==> config.mk <==
export PLATFORM = sky130hd
export DESIGN_NAME = ctsp_path_ctrl
export DESIGN_NICKNAME = d
export VERILOG_FILES = /design/src/ctsp_pkg.sv /design/src/ctsp_path_ctrl.sv
export SDC_FILE = /design/constraint.sdc
export NUM_CORES = 1
export LEC_CHECK = 0
export BUFFER_PORTS_ARGS = -buffer_cell sky130_fd_sc_hd__buf_2
export CORE_UTILIZATION = 49
export DETAILED_ROUTE_END_ITERATION = 7
export HOLD_SLACK_MARGIN = 0.1
export PLACE_DENSITY = 0.82
export RECOVER_POWER = 25
export SYNTH_ARGS = -nofsm -noshare
export SYNTH_HDL_FRONTEND = slang
export SYNTH_SLANG_ARGS = --single-unit
==> constraint.sdc <==
create_clock -name core_clk -period 1.9 [get_ports core_clk]
set_input_delay 0.38 -clock core_clk [delete_from_list [all_inputs] [get_ports core_clk]]
set_output_delay 0.38 -clock core_clk [all_outputs]
set_load 0.02 [all_outputs]
==> src/ctsp_pkg.sv <==
// constants for the charge termination and system path control block
// ----------------------------------------------------------------------
// Operation
// ----------------------------------------------------------------------
// Operation
// cc loop charges at programmed fast current
// charge done when current tapers to termination
// clamp battery target to ceiling code
// after termination battery switch off, input feeds
// terminate only in cv, not when limited; the input current loop flag is not checked
// recharge threshold restarts cycle, resets timers
// input voltage loop, two select bits, disableable
// input voltage loop flag while loop active
// timer doubling slows timer under input loop
// input current limit loop reduces input current
// headroom loop reduces charge, inhibits termination
// headroom off bit ignored in tracking mode
// supplement enters and exits on margins
// supplement inhibits termination, needs battery above lockout
// two bit system output mode field
// default mode: input if valid, else battery
// forced battery refused below lockout, back to 00
// input drop resets mode field to 00
// forced battery mode stops charging
// floating off: disconnect, pulldown off
// pulldown on ship and hard reset until wake
// pulled down mode holds until write or input toggle
// analog flags synchronized to clock
package ctsp_pkg;
    localparam logic [1:0] MODE_NORMAL  = 2'h0;
    localparam logic [1:0] MODE_FORCE   = 2'h1;
    localparam logic [1:0] MODE_FLOAT   = 2'h2;
    localparam logic [1:0] MODE_PULLDN  = 2'h3;
    localparam int         TARGET_W     = 7;
    // target code of the 4.65 V ceiling at 10 mV steps from 3.6 V
    localparam logic [6:0] TARGET_MAX   = 7'h69;
    localparam int         SYNC_FLAGS   = 15;
    localparam int         FL_INOK      = 0;
    localparam int         FL_BATOK     = 1;
    localparam int         FL_RECH      = 2;
    localparam int         FL_CV        = 3;
    localparam int         FL_ATTERM    = 4;
    localparam int         FL_VLOOP     = 5;
    localparam int         FL_ILOOP     = 6;
    localparam int         FL_THERM     = 7;
    localparam int         FL_HEAD      = 8;
    localparam int         FL_SUPIN     = 9;
    localparam int         FL_SUPOUT    = 10;
    localparam int         FL_FAST      = 11;
    localparam int         FL_THFAULT   = 12;
    localparam int         FL_SHIP      = 13;
    localparam int         FL_HWRST     = 14;
    typedef enum logic [2:0]
    {
        CHG_IDLE = 3'b001,
        CHG_RUN  = 3'b010,
        CHG_DONE = 3'b100
    } ctsp_chg_e;
endpackage : ctsp_pkg

==> src/ctsp_path_ctrl.sv <==
// charge termination and system output path control
`timescale 1ns/1ps
module ctsp_path_ctrl
    import ctsp_pkg::*;
(
    input  wire logic                          core_clk,
    input  wire logic                          rst_b,
    input  wire logic                          inputValidRaw,
    input  wire logic                          batAboveLockoutRaw,
    input  wire logic                          rechargeReachedRaw,
    input  wire logic                          cvLoopActiveRaw,
    input  wire logic                          atTerminationRaw,
    input  wire logic                          inputVoltageLoopRaw,
    input  wire logic                          inputCurrentLoopRaw,
    input  wire logic                          thermalRegRaw,
    input  wire logic                          headroomLowRaw,
    input  wire logic                          supplementEnterRaw,
    input  wire logic                          supplementExitRaw,
    input  wire logic                          fastChargeRaw,
    input  wire logic                          thermistorFaultRaw,
    input  wire logic                          shipModeRaw,
    input  wire logic                          hardResetRaw,
    input  wire logic                          wakeTimerDone,
    input  wire logic                          chargeEnable,
    input  wire logic [1:0]                    modeWriteData,
    input  wire logic                          modeWriteStrobe,
    input  wire logic                          input_voltage_threshold_sel_lo,
    input  wire logic                          input_voltage_threshold_sel_hi,
    input  wire logic                          sys_headroom_loop_off,
    input  wire logic                          batteryTrackingMode,
    input  wire logic                          timer_double_enable,
    input  wire logic [ctsp_pkg::TARGET_W-1:0] battery_target_voltage,
    output logic [1:0]                         sys_source_select,
    output logic                               inputSwitchOn,
    output logic                               battery_switch,
    output logic                               sysPulldownOn,
    output logic                               chargeActive,
    output logic                               fastChargeCurrentOn,
    output logic                               chargeDone,
    output logic                               input_voltage_loop_flag,
    output logic                               inputVoltageLoopEnable,
    output logic                               inputCurrentLoopEnable,
    output logic                               headroomLoopEnable,
    output logic                               supplementActive,
    output logic                               safetyTimerReset,
    output logic                               safetyTimerHalfRate,
    output logic [ctsp_pkg::TARGET_W-1:0]      effectiveTarget
);
    import ctsp_pkg::*;

    // ------------------------------------------------------------------
    // flag synchronizers
    // ------------------------------------------------------------------
    logic [SYNC_FLAGS-1:0] rawFlags;
    logic [SYNC_FLAGS-1:0] syncA_reg;
    logic [SYNC_FLAGS-1:0] syncB_reg;
    logic [SYNC_FLAGS-1:0] syncA_next;
    logic [SYNC_FLAGS-1:0] syncB_next;

    assign rawFlags = {hardResetRaw, shipModeRaw, thermistorFaultRaw, fastChargeRaw,
                       supplementExitRaw, supplementEnterRaw, headroomLowRaw, thermalRegRaw,
                       inputCurrentLoopRaw, inputVoltageLoopRaw, atTerminationRaw,
                       cvLoopActiveRaw, rechargeReachedRaw, batAboveLockoutRaw,
                       inputValidRaw};

    always_comb
    begin
        syncA_next = rawFlags;
        syncB_next = syncA_reg;
    end

    always_ff @(posedge core_clk or negedge rst_b)
    begin
        if (!rst_b)
        begin
            syncA_reg <= '0;
            syncB_reg <= '0;
        end
        else
        begin
            syncA_reg <= syncA_next;
            syncB_reg <= syncB_next;
        end
    end

    // ------------------------------------------------------------------
    // mode field and pulldown hold
    // ------------------------------------------------------------------
    logic [1:0] mode_reg;
    logic [1:0] mode_next;
    logic       inPrev_reg;
    logic       inPrev_next;
    logic       hrHold_reg;
    logic       hrHold_next;
    logic       inDrop;
    logic       inOk;
    logic       batOk;

    assign inOk   = syncB_reg[FL_INOK];
    assign batOk  = syncB_reg[FL_BATOK];
    // input removal seen as the valid flag falling
    assign inDrop = inPrev_reg && !inOk;

    always_comb
    begin
        mode_next   = mode_reg;
        inPrev_next = inOk;
        hrHold_next = hrHold_reg;
        if (modeWriteStrobe)
        begin
            if (modeWriteData == MODE_FORCE && !batOk)
                mode_next = MODE_NORMAL;
            else
                mode_next = modeWriteData;
        end
        else if (mode_reg == MODE_FORCE && !batOk)
            mode_next = MODE_NORMAL;
        if (inDrop)
            mode_next = MODE_NORMAL;
        // hard reset pulldown survives until the wake timer fires
        if (syncB_reg[FL_HWRST])
            hrHold_next = 1'b1;
        else if (wakeTimerDone)
            hrHold_next = 1'b0;
    end

    always_ff @(posedge core_clk or negedge rst_b)
    begin
        if (!rst_b)
        begin
            mode_reg   <= MODE_NORMAL;
            inPrev_reg <= 1'b0;
            hrHold_reg <= 1'b0;
        end
        else
        begin
            mode_reg   <= mode_next;
            inPrev_reg <= inPrev_next;
            hrHold_reg <= hrHold_next;
        end
    end

    // ------------------------------------------------------------------
    // charge state and supplement
    // ------------------------------------------------------------------
    ctsp_chg_e chg_reg;
    ctsp_chg_e chg_next;
    logic      sup_reg;
    logic      sup_next;
    logic      headLoop;
    logic      termBlock;
    logic      chargeAllowed;
    logic      timerRst;

    // tracking mode keeps the headroom loop in force regardless of the off bit
    assign headLoop      = syncB_reg[FL_HEAD]
                           && (!sys_headroom_loop_off || batteryTrackingMode);
    assign termBlock     = syncB_reg[FL_VLOOP] || syncB_reg[FL_THERM] || headLoop
                           || sup_reg;
    assign chargeAllowed = chargeEnable && inOk && mode_reg == MODE_NORMAL;

    always_comb
    begin
        chg_next = chg_reg;
        sup_next = sup_reg;
        timerRst = 1'b0;
        // charge current is gone when not in CHG_RUN (idle or done) or throttled to zero by the headroom loop
        if (!sup_reg && syncB_reg[FL_SUPIN] && (chg_reg != CHG_RUN || headLoop) && batOk)
            sup_next = 1'b1;
        else if (sup_reg && (syncB_reg[FL_SUPOUT] || !batOk))
            sup_next = 1'b0;
        unique case (chg_reg)
            CHG_IDLE:
            begin
                if (chargeAllowed)
                begin
                    chg_next = CHG_RUN;
                    timerRst = 1'b1;
                end
            end
            CHG_RUN:
            begin
                if (!chargeAllowed)
                    chg_next = CHG_IDLE;
                else if (syncB_reg[FL_FAST] && syncB_reg[FL_CV]
                         && syncB_reg[FL_ATTERM] && !termBlock)
                    chg_next = CHG_DONE;
            end
            CHG_DONE:
            begin
                if (!chargeAllowed)
                    chg_next = CHG_IDLE;
                else if (syncB_reg[FL_RECH])
                begin
                    chg_next = CHG_RUN;
                    timerRst = 1'b1;
                end
            end
        endcase
    end

    always_ff @(posedge core_clk or negedge rst_b)
    begin
        if (!rst_b)
        begin
            chg_reg <= CHG_IDLE;
            sup_reg <= 1'b0;
        end
        else
        begin
            chg_reg <= chg_next;
            sup_reg <= sup_next;
        end
    end

    // ------------------------------------------------------------------
    // registered outputs
    // ------------------------------------------------------------------
    logic                srcIn;
    logic                srcBat;
    logic                pullDn;
    logic                ivlEn;
    logic [TARGET_W-1:0] tgt;

    always_comb
    begin
        srcIn  = 1'b0;
        srcBat = 1'b0;
        pullDn = 1'b0;
        unique case (mode_reg)
            MODE_NORMAL:
            begin
                srcIn  = inOk;
                srcBat = !inOk && batOk;
            end
            MODE_FORCE:
                srcBat = batOk;
            MODE_FLOAT:
                pullDn = 1'b0;
            MODE_PULLDN:
                pullDn = 1'b1;
        endcase
        // ship and hard reset open every switch and engage the pulldown; hard reset acts a cycle after ship, through the hold register
        if (syncB_reg[FL_SHIP] || hrHold_reg)
        begin
            srcIn  = 1'b0;
            srcBat = 1'b0;
            pullDn = 1'b1;
        end
        // only normal mode may reopen the battery path; off modes keep it open
        if ((chg_reg == CHG_RUN || sup_reg) && mode_reg == MODE_NORMAL)
            srcBat = srcBat || (batOk && !syncB_reg[FL_SHIP] && !hrHold_reg);
        if (chg_reg == CHG_DONE && !sup_reg && srcIn)
            srcBat = 1'b0;
        // both selects low means the loop is disabled
        ivlEn = input_voltage_threshold_sel_lo || input_voltage_threshold_sel_hi;
        tgt   = (battery_target_voltage > TARGET_MAX) ? TARGET_MAX
                                                       : battery_target_voltage;
    end

    always_ff @(posedge core_clk or negedge rst_b)
    begin
        if (!rst_b)
        begin
            sys_source_select       <= MODE_NORMAL;
            inputSwitchOn           <= 1'b0;
            battery_switch          <= 1'b0;
            sysPulldownOn           <= 1'b0;
            chargeActive            <= 1'b0;
            fastChargeCurrentOn     <= 1'b0;
            chargeDone              <= 1'b0;
            input_voltage_loop_flag <= 1'b0;
            inputVoltageLoopEnable  <= 1'b0;
            inputCurrentLoopEnable  <= 1'b0;
            headroomLoopEnable      <= 1'b0;
            supplementActive        <= 1'b0;
            safetyTimerReset        <= 1'b0;
            safetyTimerHalfRate     <= 1'b0;
            effectiveTarget         <= '0;
        end
        else
        begin
            sys_source_select       <= mode_reg;
            inputSwitchOn           <= srcIn;
            battery_switch          <= srcBat;
            sysPulldownOn           <= pullDn;
            chargeActive            <= chg_reg == CHG_RUN && !sup_reg;
            fastChargeCurrentOn     <= chg_reg == CHG_RUN && syncB_reg[FL_FAST]
                                       && !syncB_reg[FL_CV] && !syncB_reg[FL_THFAULT]
                                       && !syncB_reg[FL_VLOOP] && !syncB_reg[FL_THERM]
                                       && !headLoop;
            chargeDone              <= chg_reg == CHG_DONE;
            input_voltage_loop_flag <= ivlEn && syncB_reg[FL_VLOOP];
            inputVoltageLoopEnable  <= ivlEn;
            inputCurrentLoopEnable  <= srcIn;
            headroomLoopEnable      <= !sys_headroom_loop_off || batteryTrackingMode;
            supplementActive        <= sup_reg;
            safetyTimerReset        <= timerRst;
            safetyTimerHalfRate     <= timer_double_enable && ivlEn
                                       && syncB_reg[FL_VLOOP];
            effectiveTarget         <= tgt;
        end
    end
endmodule : ctsp_path_ctrl

==> impl_metrics.json, run 1 <==
{
  "finalCoreUtilization": 0.672,
  "netlist_area_mm2": 0.00183,
  "power.total_mw": 2.70,
  "finalCriticalPeriod_ns": 1.61,
  "syn2layout_area_growth_pct": 27.3,
  "p_per_area_mw_per_mm2": 1160,
  "die_area_mm2": 0.00399,
  "synth_top_family_by_area": "simple AND/OR/NAND/NOR gates",
  "grt_use_total": 0.184,
  "yosys.area.top_type_share": 0.765,
  "cts.htree.levels": 3,
  "nFillCells": 275,
  "drive_gt1_frac": 0.419,
  "drt_wl_total_um": 3020,
  "p_seq_frac": 0.519,
  "rows": 21,
  "final_antenna_net_count": 0,
  "rsz0062_at_grt": "no",
  "cts-root-buf": "clkbuf_8",
  "drv_cap": 0,
  "place_ws_ns": 0.179,
  "layout_commonest_cell": "dfrtp_1",
  "setup_slack_ns": 0.291,
  "grt_pass1_vias": 1117,
  "synth_area_leaders": "dfrtp_1, a2111oi_4, dfstp_2",
  "p_switching_mw": 0.661,
  "cp_data_arrival_time_ns": 1.83,
  "grt_max_degree": 22,
  "power.internal_mw": 2.04,
  "route.met3.wl_um": 153,
  "yosysUniqueCellTypes": 39,
  "chipHeight_um": 63.1,
  "worstSkewPairLatency_ns": 0.32,
  "skew_ns": 0.00944,
  "yosys.area.top_type": "dfrtp_1",
  "clockBufferDepth": 2,
  "portBuffers": 54,
  "p_clk_frac": 0.353,
  "timing.final.hold_violations": 0,
  "synth_seq_cells": 57,
  "status": "finished clean",
  "top_layer_used": "met4",
  "fp.coreArea_mm2": 0.00347,
  "routedWlPerCell_um": 13.4,
  "syn_inst": 113,
  "finalMaxSlewViolations": 0,
  "p_leak_nw": 1.15,
  "crit_required_ns": 2.12,
  "dp_hpwl_um": 2190,
  "setup-violations-final": 0,
  "gp_congestion": 0.732,
  "hp-class": "in2reg",
  "synth_mux_area_frac": 0.0171,
  "clk_pin_slew_ns": 0.06,
  "path_class": "reg2reg",
  "synthAdderAreaFrac": 0,
  "synth_compound_area_frac": 0.0840,
  "first_pass_iters": 4,
  "synth_sequential_area_ratio": 0.779,
  "yosys_warnings": 0,
  "vias_per_cell": 4.84,
  "die_w_um": 63.1,
  "cp_max_fo": 8,
  "synthesis.nets": 147,
  "n_antenna_cell": 0,
  "ir_drop_mv": 0.597,
  "async_flop_share": 1.00,
  "synth_top_flop_cell": "dfrtp_1",
  "start_util": 0.528,
  "final_nets": 211,
  "grt-ovfl-total": 0,
  "tns_ns": 0,
  "pwr-share-comb": 0.128,
  "cts_buffers": 9,
  "cp-start-kind": "register",
  "drt_iter0_drc": 92,
  "synth_edf_count": 0,
  "wl_met1_um": 1120,
  "switching_share": 0.245,
  "syn_avg_cell_area_um2": 16.2,
  "drc": 0,
  "cts_tree": "yes",
  "fin_crit_sh": 0.847,
  "numClockSinks": 57,
  "worst_pin_slew_ns": 0.663,
  "io_pins": 56,
  "layout_common_cells": "dfrtp_1, buf_2, clkbuf_8",
  "fmax_mhz": 622,
  "cp-end-kind": "register",
  "routed-wl-met2_um": 1660,
  "grt_pass1_wl_um": 5090,
  "vias": 1090,
  "yosys.area_share.simple": 0.0956,
  "antenna_found_initial": 0,
  "timing.slew.headroom": 0.547,
  "synth_xor_area_frac": 0.00478
}
## final timing paths
path	endpoint	slack, ns	cells after the start	from
max	fastChargeCurrentOn	0.29	3	chg_reg[2]
min	syncA_reg[0]	0.17	1	inputValidRaw
max reg2reg	fastChargeCurrentOn	0.29	3	chg_reg[2]
min reg2reg	syncB_reg[13]	0.35	0	syncA_reg[13]
max in group asynchronous	effectiveTarget[6]	0.82	3	rst_b
min in group asynchronous	chg_reg[2]	0.50	2	rst_b
## critical path: stages (launching register included)
cell and delay [ns]:
dfrtp_1 0.46, or3b_4 0.44, or3_4 0.35, a2111oi_4 0.26
## cells by family after synthesis
| logic type | after synthesis |
|---|---|
| compound gates | 18 |
| simple gates | 26 |
| mux | 3 |
| xor+xnor | 1 |
| flops | 57 |
| buf+inv | 8 |
## timing repair
item / 4_1_cts / 5_1_grt
hold buffers: 1 / 0
endpoints found under the hold margin: 14 / 0
gates resized for setup: 0 / 0
buffers inserted: 0 / 0
## synth_stat cells (2+ instances only)
| master | number |
|---|---|
| nand2_1 | 2 |
| nand2b_1 | 4 |
| dfrtp_1 | 56 |
| nor3b_1 | 2 |
| nor2_1 | 3 |
| nand3b_1 | 2 |
| a21oi_1 | 2 |
| mux2i_1 | 2 |
| o21ai_0 | 3 |
| clkbuf_1 | 2 |
| nor2b_1 | 2 |
| inv_1 | 4 |
| and2_1 | 3 |
## cell type report
type	instances	area, um^2	share of cell area
Timing Repair Buffer	57	293	0.126
Inverter	4	15.0	0.00644
Tap cell	46	57.6	0.0247
Multi-Input combinational cell	48	369	0.158
Sequential cell	57	1430	0.612
Clock buffer	13	169	0.0725
## through the flow
step / cells / cell area, um^2 / hold slack (ns)
6_report: 225 / 2330 / 0.166
3_3_place_gp: 211 / 2150 / 0.304
2_1_floorplan: 113 / 1830 / 0.0844
4_1_cts: 225 / 2330 / 0.143
5_1_grt: 225 / 2330 / 0.143
3_5_place_dp: 211 / 2150 / 0.313
## routing by layer
metal,up-vias,GRT usage
met5,-,0
met1,527,0.188
met4,0,0.137
li1,512,-
met3,9,0.0761
met2,42,0.300
## power by group through the flow
stage                     clock [mW]  combinational, mW  sequential (mW)
final                          0.954              0.346             1.40
after global routing            1.05              0.377             1.42
after CTS                      0.987              0.352             1.40
after detailed placement           0              0.345             1.42
after global placement             0              0.325             1.41
after floorplan                    0              0.169             1.45
No activity file was read; power rests on OpenSTA's default activity.
==> run 2, diff against run 1 <==
==> constraint.sdc (replaced) <==
create_clock -name core_clk -period 1.6 [get_ports core_clk]
set_input_delay 0.32 -clock core_clk [delete_from_list [all_inputs] [get_ports core_clk]]
set_output_delay 0.32 -clock core_clk [all_outputs]
set_load 0.02 [all_outputs]
==> run 2 against run 1 <==
  * Sequential share of layout area shrank 4.6 points
  * Cell count grew 8.4%
  * Clock-buffer cell count grew 1
  * Hold slack gained 0.00099 ns
  * Critical path depth is the same
  * Critical path type unchanged
  * Largest power group unchanged
==> impl_metrics.json, run 2 (synthesis results as in run 1) <==
{
  "routedWlPerCell_um": 12.1,
  "timing.final.hold_violations": 0,
  "cp_num_buf_inv": 0,
  "postCtsSetupRepairBufs": 0,
  "die_area_mm2": 0.00399,
  "path_class": "reg2reg",
  "fin_hold_ws_ns": 0.167,
  "status": "finished clean",
  "cts_tree": "yes",
  "rows": 21,
  "r2r_start": "chg_reg[0]",
  "reg2regPathDepth": 3,
  "crit_required_ns": 1.82,
  "fmax_mhz": 648,
  "rsz0062_at_grt": "no",
  "multi_input_area_um2": 369,
  "vias": 1125,
  "drc": 0,
  "drv_cap": 0,
  "tns_ns": 0,
  "die_w_um": 63.1,
  "seq_area_mm2": 0.00143,
  "drt_iter0_drc": 57,
  "drive_gt1_frac": 0.399,
  "power.total_mw": 3.34,
  "p_leak_nw": 1.24,
  "layout_commonest_cell": "dfrtp_1",
  "fin_crit_sh": 0.965,
  "finalCriticalPeriod_ns": 1.54,
  "worst_pin_slew_ns": 0.590,
  "clk_pin_slew_ns": 0.06,
  "clockBufferDepth": 2,
  "worst-path-stages": 3,
  "syn2layout_area_growth_pct": 37.5,
  "vias_per_cell": 4.61,
  "max_stage_delay_ns": 0.43,
  "cp_top_family": "simple AND/OR/NAND/NOR gates",
  "nFillCells": 247,
  "drt_wl_total_um": 2950,
  "cp-start-kind": "register",
  "antenna_found_initial": 0,
  "gp_congestion": 0.728,
  "grt_use_total": 0.175,
  "cts.htree.levels": 3,
  "portBuffers": 54,
  "cp_slowest_cell": "or3b_4",
  "cp_max_fo": 7,
  "grt-ovfl-total": 0,
  "startpoint": "chg_reg[0]",
  "numClockSinks": 57,
  "worstSkewPairLatency_ns": 0.32,
  "ff2ff_setup_slack_ns": 0.06,
  "setup-violations-final": 0,
  "hp-class": "in2reg",
  "final_nets": 227,
  "cts-root-buf": "clkbuf_8",
  "cts_buffers": 9,
  "first_pass_iters": 4,
  "layout_common_cells": "dfrtp_1, buf_2, dlygate4sd3_1",
  "finalMaxSlewViolations": 0,
  "cp-end-kind": "register",
  "grt_max_degree": 58,
  "r2r_end": "fastChargeCurrentOn",
  "crit_end": "fastChargeCurrentOn",
  "io_pins": 56,
  "fp.coreArea_mm2": 0.00347,
  "chipHeight_um": 63.1,
  "start_util": 0.528,
  "p_per_area_mw_per_mm2": 1330,
  "final_antenna_net_count": 0,
  "skew_ns": 0.00586,
  "grt_pass1_vias": 1164,
  "timing.slew.headroom": 0.597,
  "n_antenna_cell": 0,
  "ir_drop_mv": 0.696,
  "cp_data_arrival_time_ns": 1.76,
  "dp_hpwl_um": 1920,
  "path_cells": "or3b_4, or3_4, a2111oi_4",
  "grt_pass1_wl_um": 4950
}
## run 2: cell count changes in the layout (fill, tap and decap cells not counted)
cell,delta
dlygate4sd3_1,+14
clkinv_2,+2
buf_12,+1
clkbuf_1,+1
clkbuf_8,+1
## run 2: worst min path at each step
stage | start | to | slack, ns | cells past startpoint
global placement | rst_b | chargeDone | 0.33 | 2
CTS | inputVoltageLoopRaw | syncA_reg[5] | 0.10 | 1
finish | battery_target_voltage[5] | effectiveTarget[5] | 0.17 | 1
floorplan | rst_b | battery_switch | 0.02 | 0
global route | battery_target_voltage[6] | effectiveTarget[6] | 0.16 | 1
detailed placement | rst_b | chargeDone | 0.33 | 2
## run 2: repair_timing
item                       CTS  global route
resized for setup            0             0
hold endpoints to repair    67             3
setup endpoints to repair    0             0
hold buffers                12             3
## run 2: through the flow
step | setup slack, ns | utilization | cell area, um^2 | cells
finish | 0.0560 | 0.726 | 2520 | 244
global route | 0.0200 | 0.726 | 2520 | 244
CTS | 0.0661 | 0.719 | 2490 | 241
detailed placement | 0.0779 | 0.629 | 2180 | 213
global placement | 0.106 | 0.629 | 2180 | 213
floorplan | 0.0332 | - | 1830 | 113
## run 2: report_power, final
part | total, mW | switching (mW) | internal (mW) | leakage (nW)
registers | 1.64 | 0.0705 | 1.57 | 0.682
clock network | 1.22 | 0.496 | 0.726 | 0.102
logic | 0.477 | 0.247 | 0.230 | 0.454
## run 2: metal layers
layer | track usage | vias to the layer above | routed length, um
li1 | - | 545 | -
met1 | 0.182 | 529 | 1170
met2 | 0.289 | 42 | 1540
met3 | 0.0489 | 9 | 151
met4 | 0.151 | 0 | 84
met5 | 0 | - | 0
## run 2: area by class of cell
class                      count  share of cell area
clock buffer                  14              0.0725
clock inverter                 2             0.00397
inverter                       4             0.00596
multi-input combinational     48               0.147
sequential                    57               0.567
tap                           46              0.0229
timing repair buffer          73               0.181
